**src/rtl/nvsc_consts.svh**
```systemverilog
// timing and field constants for the nvsram store/recall host controller
`ifndef NVSC_CONSTS_SVH
`define NVSC_CONSTS_SVH

// ----------------------------------------------------------------
// clock and sram bus widths
// ----------------------------------------------------------------
`define NVSC_CLK_MHZ 125
`define NVSC_ADDR_W 15
`define NVSC_DATA_W 8

// ----------------------------------------------------------------
// bus cycle timing, in ns (45 ns grade, worst case)
// ----------------------------------------------------------------
`define NVSC_T_CYCLE_NS 45
`define NVSC_T_CYCLE_CYC ((`NVSC_T_CYCLE_NS * `NVSC_CLK_MHZ + 999) / 1000)
`define NVSC_T_HSB_NS 15
`define NVSC_T_HSB_CYC ((`NVSC_T_HSB_NS * `NVSC_CLK_MHZ + 999) / 1000)

// ----------------------------------------------------------------
// nonvolatile operation times, in us
// ----------------------------------------------------------------
`define NVSC_T_SS_US 70
`define NVSC_T_RECALL_US 100
`define NVSC_T_DRAIN_US 70
`define NVSC_T_STORE_US 15000
`define NVSC_T_PURECALL_US 20000
`define NVSC_SS_CYC (`NVSC_T_SS_US * `NVSC_CLK_MHZ)
`define NVSC_RECALL_CYC ((`NVSC_T_SS_US + `NVSC_T_RECALL_US) * `NVSC_CLK_MHZ)
`define NVSC_STORE_CYC ((`NVSC_T_SS_US + `NVSC_T_STORE_US) * `NVSC_CLK_MHZ)
`define NVSC_HWSTORE_CYC ((`NVSC_T_DRAIN_US + `NVSC_T_STORE_US) * `NVSC_CLK_MHZ)
`define NVSC_PURECALL_CYC (`NVSC_T_PURECALL_US * `NVSC_CLK_MHZ)

`endif

```
**src/rtl/nvsc_pkg.sv**
```systemverilog
// types for the nvsram store/recall host controller
`default_nettype none
package nvsc_pkg;
  // host request: op 0 read, 1 write, 2 soft store, 3 soft recall, 4 hw store
  typedef enum logic [2:0] {
    NVSC_OP_READ, NVSC_OP_WRITE, NVSC_OP_SSTORE, NVSC_OP_SRECALL, NVSC_OP_HSTORE
  } nvsc_op_t;

  typedef struct packed {
    nvsc_op_t op;
    logic [14:0] addr;
    logic [7:0] wdata;
  } nvsc_req_t;

  // soft command address sequence, six words each
  typedef logic [5:0][14:0] nvsc_seq_t;
endpackage : nvsc_pkg
`default_nettype wire

```
**src/rtl/nvsc_host.sv**
```systemverilog
// host-side controller driving the nvsram pins and sequencing store/recall
// Functional notes
// - host holds write strobe high during every read cycle.
// - soft sequence advances only with select or output-enable timed reads.
// - soft command is six ordered reads with write strobe kept high.
// - host drives hardware store request low at least 15 ns.
`timescale 1ns/1ps
`default_nettype none
`include "nvsc_consts.svh"

module nvsc_host #(
  parameter int unsigned SS_CYC = `NVSC_SS_CYC,
  parameter int unsigned RECALL_CYC = `NVSC_RECALL_CYC,
  parameter int unsigned STORE_CYC = `NVSC_STORE_CYC,
  parameter int unsigned HWSTORE_CYC = `NVSC_HWSTORE_CYC,
  parameter int unsigned PURECALL_CYC = `NVSC_PURECALL_CYC,
  parameter nvsc_pkg::nvsc_seq_t STORE_SEQ = '0,
  parameter nvsc_pkg::nvsc_seq_t RECALL_SEQ = '0
) (
  // clock and reset
  input wire logic ref_clk_in,
  input wire logic rst_n_in,
  // user request side
  input wire logic req_valid_in,
  input wire nvsc_pkg::nvsc_req_t req_in,
  output logic req_ready_out,
  output logic rsp_valid_out,
  output logic [7:0] rsp_data_out,
  // sram pins
  output logic [14:0] addr_out,
  output logic chip_sel_n_out,
  output logic out_en_n_out,
  output logic write_n_out,
  output logic [7:0] dq_out,
  output logic dq_oe_n_out,
  input wire logic [7:0] dq_in,
  // hardware store request, open drain
  output logic hw_store_request_n_out,
  output logic hw_store_request_n_oe_n_out,
  input wire logic hw_store_request_n_in
);
  import nvsc_pkg::*;

  localparam int unsigned CYC = `NVSC_T_CYCLE_CYC;
  localparam int unsigned HSB_CYC = `NVSC_T_HSB_CYC;

  typedef enum logic [2:0] {
    NVSC_ST_BOOT, NVSC_ST_IDLE, NVSC_ST_RD, NVSC_ST_WR, NVSC_ST_SEQ, NVSC_ST_HSB,
    NVSC_ST_WAIT
  } nvsc_state_t;

  nvsc_state_t state_q;
  logic [31:0] cnt_q;
  logic [2:0] idx_q;
  logic recall_q;
  nvsc_req_t cur_q;
  logic rsp_valid_q;
  logic [7:0] rsp_data_q;
  logic [14:0] addr_q;
  logic cs_n_q, oe_n_q, we_n_q, dq_oe_n_q, hsb_q;
  logic [7:0] dq_q;
  logic cyc_done;

  assign cyc_done = (cnt_q == 32'(CYC - 1));
  // accept only when idle; lockout covers boot recall and nv operations
  assign req_ready_out = (state_q == NVSC_ST_IDLE);
  assign rsp_valid_out = rsp_valid_q;
  assign rsp_data_out = rsp_data_q;
  assign addr_out = addr_q;
  assign chip_sel_n_out = cs_n_q;
  assign out_en_n_out = oe_n_q;
  assign write_n_out = we_n_q;
  assign dq_out = dq_q;
  assign dq_oe_n_out = dq_oe_n_q;
  assign hw_store_request_n_out = 1'b0;
  assign hw_store_request_n_oe_n_out = ~hsb_q;

  // ----------------------------------------------------------------
  // sequencer: bus cycles and nonvolatile waits
  // ----------------------------------------------------------------
  always_ff @(posedge ref_clk_in or negedge rst_n_in) begin
    if (!rst_n_in) begin
      state_q <= NVSC_ST_BOOT;
      cnt_q <= 32'h0000_0000;
      idx_q <= 3'h0;
      recall_q <= 1'b0;
      cur_q <= '0;
    end else begin
      case (state_q)
        // power-up recall window; no access before it ends
        NVSC_ST_BOOT: begin
          cnt_q <= cnt_q + 32'h1;
          if (cnt_q == 32'(PURECALL_CYC - 1)) begin
            state_q <= NVSC_ST_IDLE;
            cnt_q <= 32'h0;
          end
        end
        NVSC_ST_IDLE: begin
          cnt_q <= 32'h0;
          idx_q <= 3'h0;
          if (req_valid_in) begin
            cur_q <= req_in;
            recall_q <= (req_in.op == NVSC_OP_SRECALL);
            case (req_in.op)
              NVSC_OP_READ: state_q <= NVSC_ST_RD;
              NVSC_OP_WRITE: state_q <= NVSC_ST_WR;
              NVSC_OP_HSTORE: state_q <= NVSC_ST_HSB;
              default: state_q <= NVSC_ST_SEQ;
            endcase
          end
        end
        NVSC_ST_RD, NVSC_ST_WR: begin
          cnt_q <= cyc_done ? 32'h0 : cnt_q + 32'h1;
          if (cyc_done) state_q <= NVSC_ST_IDLE;
        end
        // six back to back select-timed reads, never interrupted
        NVSC_ST_SEQ: begin
          cnt_q <= cyc_done ? 32'h0 : cnt_q + 32'h1;
          if (cyc_done) begin
            idx_q <= idx_q + 3'h1;
            if (idx_q == 3'h5) state_q <= NVSC_ST_WAIT;
          end
        end
        // hold request low for the pulse, then wait drain plus store
        NVSC_ST_HSB: begin
          cnt_q <= cnt_q + 32'h1;
          if (cnt_q == 32'(HSB_CYC - 1)) begin
            state_q <= NVSC_ST_WAIT;
            cnt_q <= 32'h0;
          end
        end
        // worst-case wait; store may be skipped by the device but we wait anyway
        // a store pin still held low by someone else keeps the lockout going
        NVSC_ST_WAIT: begin
          cnt_q <= cnt_q + 32'h1;
          if (((cur_q.op == NVSC_OP_HSTORE && cnt_q >= 32'(HWSTORE_CYC - 1)) ||
               (cur_q.op == NVSC_OP_SSTORE && cnt_q >= 32'(STORE_CYC - 1)) ||
               (recall_q && cnt_q >= 32'(RECALL_CYC - 1))) && hw_store_request_n_in) begin
            state_q <= NVSC_ST_IDLE;
            cnt_q <= 32'h0;
          end
        end
        default: state_q <= NVSC_ST_IDLE;
      endcase
    end
  end

  // ----------------------------------------------------------------
  // pin drivers, all from flops
  // ----------------------------------------------------------------
  always_ff @(posedge ref_clk_in or negedge rst_n_in) begin
    if (!rst_n_in) begin
      addr_q <= 15'h0000;
      cs_n_q <= 1'b1;
      oe_n_q <= 1'b1;
      we_n_q <= 1'b1;
      dq_q <= 8'h00;
      dq_oe_n_q <= 1'b1;
      hsb_q <= 1'b0;
    end else begin
      // pull for all HSB_CYC cycles; one cycle less would undercut the pulse
      hsb_q <= (state_q == NVSC_ST_HSB);
      cs_n_q <= 1'b1;
      oe_n_q <= 1'b1;
      we_n_q <= 1'b1;
      dq_oe_n_q <= 1'b1;
      if (state_q == NVSC_ST_IDLE && req_valid_in) begin
        addr_q <= req_in.addr;
        dq_q <= req_in.wdata;
        // write strobe is already high as select falls so the device never floats a read
        cs_n_q <= (req_in.op == NVSC_OP_HSTORE);
        oe_n_q <= (req_in.op == NVSC_OP_WRITE || req_in.op == NVSC_OP_HSTORE);
        we_n_q <= (req_in.op != NVSC_OP_WRITE);
        dq_oe_n_q <= (req_in.op != NVSC_OP_WRITE);
        if (req_in.op == NVSC_OP_SSTORE) addr_q <= STORE_SEQ[0];
        if (req_in.op == NVSC_OP_SRECALL) addr_q <= RECALL_SEQ[0];
      end else if ((state_q == NVSC_ST_RD || state_q == NVSC_ST_WR) && !cyc_done) begin
        cs_n_q <= 1'b0;
        oe_n_q <= (state_q == NVSC_ST_WR);
        we_n_q <= (state_q != NVSC_ST_WR) || (cnt_q == 32'(CYC - 2));
        dq_oe_n_q <= (state_q != NVSC_ST_WR);
      end else if (state_q == NVSC_ST_SEQ && !(cyc_done && idx_q == 3'h5)) begin
        // deselect one cycle between reads so each read clocks the sequence
        cs_n_q <= cyc_done;
        oe_n_q <= cyc_done;
        if (cyc_done) addr_q <= recall_q ? RECALL_SEQ[idx_q + 3'h1] : STORE_SEQ[idx_q + 3'h1];
      end
    end
  end

  // ----------------------------------------------------------------
  // read data capture
  // ----------------------------------------------------------------
  always_ff @(posedge ref_clk_in or negedge rst_n_in) begin
    if (!rst_n_in) begin
      rsp_valid_q <= 1'b0;
      rsp_data_q <= 8'h00;
    end else begin
      rsp_valid_q <= (state_q == NVSC_ST_RD) && cyc_done;
      if (state_q == NVSC_ST_RD && cyc_done) rsp_data_q <= dq_in;
    end
  end
endmodule : nvsc_host

`default_nettype wire

```
**config.mk**
```make
export PLATFORM = sky130hd
export DESIGN_NAME = nvsc_host
export DESIGN_NICKNAME = d
export VERILOG_FILES = /design/src/rtl/nvsc_pkg.sv /design/src/rtl/nvsc_host.sv
export VERILOG_INCLUDE_DIRS = /design/src /design/src/rtl
export SDC_FILE = /design/constraint.sdc
export NUM_CORES = 1
export LEC_CHECK = 0
export ABC_AREA = 1
export BUFFER_PORTS_ARGS = -buffer_cell sky130_fd_sc_hd__buf_4
export CORE_ASPECT_RATIO = 1.25
export CORE_MARGIN = 4
export CORE_UTILIZATION = 30
export CTS_BUF_LIST = sky130_fd_sc_hd__clkbuf_4
export DETAILED_ROUTE_END_ITERATION = 8
export GPL_TIMING_DRIVEN = 0
export HOLD_SLACK_MARGIN = 0.08
export PLACE_DENSITY_LB_ADDON = 0.15
export SETUP_SLACK_MARGIN = 0.02
export SYNTH_ARGS = -nofsm -noshare
export SYNTH_HDL_FRONTEND = slang
export SYNTH_SLANG_ARGS = --single-unit
```
**constraint.sdc**
```tcl
create_clock -name ref_clk_in -period 2.7 [get_ports ref_clk_in]
set_clock_uncertainty 0.05 [all_clocks]
set_input_delay 0.675 -clock ref_clk_in [delete_from_list [all_inputs] [get_ports ref_clk_in]]
set_output_delay 0.675 -clock ref_clk_in [all_outputs]
set_load 0.01 [all_outputs]
```
==> impl_metrics.csv <==
group,metric,value,unit
status,result_of_the_run,"finished clean",
synth,synth_nets,678,
detailed_routing,via_per_inst,4.67,
worst_setup_path,ff2ff_path_depth,9,
detailed_routing,route.final.wire_length,12700,um
cts,cts_inserted_buffers,9,
layout,finalCoreUtilization,37.3,%
cts,cell_at_the_root_of_the_clock_tree,"clkbuf_4",
synth,netlist_instances,635,
die,fp.dieW,120,um
timing,fin_setup_tns,0,ns
pwr,power.share.clock,33.7,%
pwr,pwr-share-seq,59.9,%
pwr,switching_share,27.5,%
global_routing,global_route.usage.met2,25.2,%
worst_setup_path,reg2reg_from,"cnt_q[0]",
synth,synth_sequential_area_ratio,42.2,%
pwr,ir_drop,0.193,mV
cts,cts_sinks,79,
layout,num-nets-final,764,
synth,synth_area,0.00469,mm2
die,io_pins,77,
synth,syn_area_per_cell,7.39,um2
place,globalplace.congestion,0.926,
global_routing,grt_use_met1,18.2,%
cts,path_clk_slew,0.15,ns
cts,post_cts_hold_buffer_count,0,
timing,min_period_over_period,89.4,%
detailed_routing,length_of_the_first_detailed_routing_pass_in_iterations,4,
cts,postCtsSetupBuffers,0,
timing,report.final.setup_viol,0,
global_routing,grt_usage,14.9,%
worst_setup_path,data_arrival_critical_path,2.78,ns
detailed_routing,final_antenna_net_count,0,
layout,final_cell_count_no_fill,935,
global_routing,grt_first_pass_wirelength,21500,um
layout,layout_stage_area_growth_over_the_synthesis_result,20.2,%
pwr,p_int,1.47,mW
worst_setup_path,worstSetupStartpointType,"register",
cts,number_of_h_tree_levels,3,
worst_setup_path,setup.worst_path.end_class,"register",
global_routing,grt_max_degree,80,
min_path,worst_min_path_class,"in -> async",
layout,fillers,1657,
die,floorplan.initialDensity,31.0,%
die,vertical_die_dimension,148,um
global_routing,globalRoute.totalOverflow,0,
worst_setup_path,rrSetupSlack,0.29,ns
worst_setup_path,crit_fanout,6,
cts,clock_insertion_delay_worst_skew,0.48,ns
global_routing,grt.busiest_layer,"met2",
synth,ys_warn_count,0,
die,fp.dieArea,0.0177,mm2
timing,final_hold_viol_count,0,
layout,drive_gt1_share,20.2,%
cts,clk_path_buf_depth,2,
detailed_routing,drt_iter0_drcs,270,
place,placed_cells,918,
timing,grt_setup_unrepaired,"false",
pwr,total_leakage_power,2.70,nW
die,coreArea,0.0151,mm2
place,count_of_input_and_output_buffers,75,
cts,post_cts_repair_resize_count,0,
timing,slew_headroom,32.2,%
worst_setup_path,cp_data_required_time,3.06,ns
pwr,power.total,2.03,mW
cts,cts_tree,"built",
timing,period_needed,2.41,ns
global_routing,antenna_violations_before_repair,1,
die,num_rows,50,
timing,clock.fmax,0.414,GHz
layout,layout.cells.most_common,"nand2_1",
worst_setup_path,timing.setup.critical_path_class,"reg -> reg",
synth,postSynthRegisterBits,79,
timing,tightest_slew,1.02,ns
detailed_routing,post_drt_wl_per_cell,13.6,um
place,place.detailed.hpwl,9580,um
worst_setup_path,critical_r2r_capture,"cnt_q[22]",
detailed_routing,detail_route.drc_violations,0,
job,count_of_maximum_capacitance_violations,0,
layout,final_cell_mix,"nand2_1, buf_4, nor2_1, dfrtp_1, inv_1",
detailed_routing,dr_total_vias,4364,
pwr,p_switching,0.558,mW
global_routing,globalRouteMet3Util,3.67,%
synth,netlist-cell-type-count,38,
global_routing,grt_pass1_vias,4484,
pwr,combPwrFrac,6.5,%
pwr,power_density,360,mW/mm2
timing,report.final.slew_viol_count,0,
[sequential cells by signal, indices dropped and copies added, names as in the netlist, 3 cells and up]
register,flops
addr_out,15
cnt_q,32
cur_q,3
dq_out,8
idx_q,3
rsp_data_out,8
state_q,3
[cell type report]
| cell class | instances | area, um2 | area share [%] |
|---|---|---|---|
| antenna | 1 | 2.50 | 0.0444 |
| buffer | 19 | 133 | 2.35 |
| clock buffer | 9 | 67.6 | 1.20 |
| clock inverter | 7 | 55.1 | 0.976 |
| inverter | 65 | 244 | 4.32 |
| multi-input combinational | 472 | 2330 | 41.4 |
| sequential | 79 | 1980 | 35.1 |
| tap | 208 | 260 | 4.61 |
| timing repair buffer | 75 | 563 | 9.98 |
[routing by layer]
metal / part of all wire (%) / up-vias / wire, um
li1: - / 2196 / -
met1: 43 / 2054 / 5520
met2: 50 / 95 / 6350
met3: 5.0 / 19 / 641
met4: 1.8 / 0 / 234
met5: 0 / - / 0
[cells by family (layout without fill, tap and decap cells)]
| logic type | after synthesis | after routing | share of synthesized area, % |
|---|---|---|---|
| and+or+nand+nor | 395 | 395 | 37.4 |
| buffers and inverters | 84 | 175 | 8.02 |
| DFF | 79 | 79 | 42.2 |
| AOI/OAI and AO/OA | 55 | 55 | 7.92 |
| xor gates and xnor gates | 16 | 16 | 2.99 |
| adders and majority gates | 5 | 5 | 1.33 |
| other | 1 | 2 | 0.0799 |
[synthesized netlist by cell type]
cell / n / share of area, %
nand2_2: 4 / 0.53
a21oi_1: 14 / 1.5
or4_1: 1 / 0.16
xnor2_1: 2 / 0.37
o21a_1: 3 / 0.48
nor2_2: 6 / 0.80
nor2_8: 2 / 0.85
nor3b_1: 1 / 0.16
nor3b_2: 1 / 0.27
nand3_2: 2 / 0.43
nand2_1: 227 / 18
nand4_1: 10 / 1.3
a21oi_4: 1 / 0.35
clkbuf_1: 5 / 0.40
buf_6: 5 / 1.2
a21boi_1: 1 / 0.16
a32o_1: 15 / 3.2
nor3_4: 1 / 0.35
buf_4: 5 / 0.80
and2_4: 1 / 0.19
ha_1: 5 / 1.3
o21ai_1: 2 / 0.21
buf_2: 4 / 0.43
conb_1: 1 / 0.080
nor3_1: 25 / 2.7
nand3_4: 1 / 0.37
dfstp_2: 4 / 2.2
nor2_1: 77 / 6.2
nor3_2: 3 / 0.64
nor4_4: 1 / 0.45
o21ai_0: 19 / 2.0
nor4_1: 4 / 0.53
inv_1: 52 / 4.2
xor2_1: 14 / 2.6
nor2_4: 3 / 0.72
nand3_1: 25 / 2.7
dfrtp_1: 75 / 40
inv_2: 13 / 1.0
[worst max path at each step]
stage	startpoint	endpoint	slack, ns	depth (start not counted)
final	cnt_q[0]	cnt_q[22]	0.29	9
after global routing	cnt_q[0]	cnt_q[22]	0.15	9
after CTS	cnt_q[0]	cnt_q[22]	0.33	9
after detailed placement	cnt_q[0]	cnt_q[22]	0.38	9
after global placement	cnt_q[0]	cnt_q[22]	0.35	9
after floorplan	cnt_q[1]	cnt_q[6]	0.84	18
[power by group through the flow]
stage,combinational (mW),sequential (mW),clock (mW)
after global routing,0.149,1.22,0.768
after global placement,0.135,1.24,0
after CTS,0.137,1.22,0.725
after floorplan,0.0270,1.25,0
after detailed placement,0.137,1.24,0
final,0.132,1.22,0.684
[per-stage QoR]
stage / worst slack, ns / hold WS [ns] / cell area, um2
detailed placement: 0.375 / 0.410 / 5520
finish: 0.286 / 0.310 / 5640
global placement: 0.351 / 0.409 / 5520
global route: 0.155 / 0.307 / 5640
floorplan: 0.839 / 0.329 / 4690
CTS: 0.326 / 0.306 / 5640
[critical path, cell delays in order, from the launching register on]
cell,delay (ns)
dfrtp_1,0.46
ha_1,0.23
nand2_1,0.10
nor2_1,0.30
nand4_1,0.22
nor4_1,0.54
a21oi_1,0.13
nor3_1,0.19
nand2_1,0.08
nand2_1,0.05
Note: power is estimated with default switching activity, not from simulation.
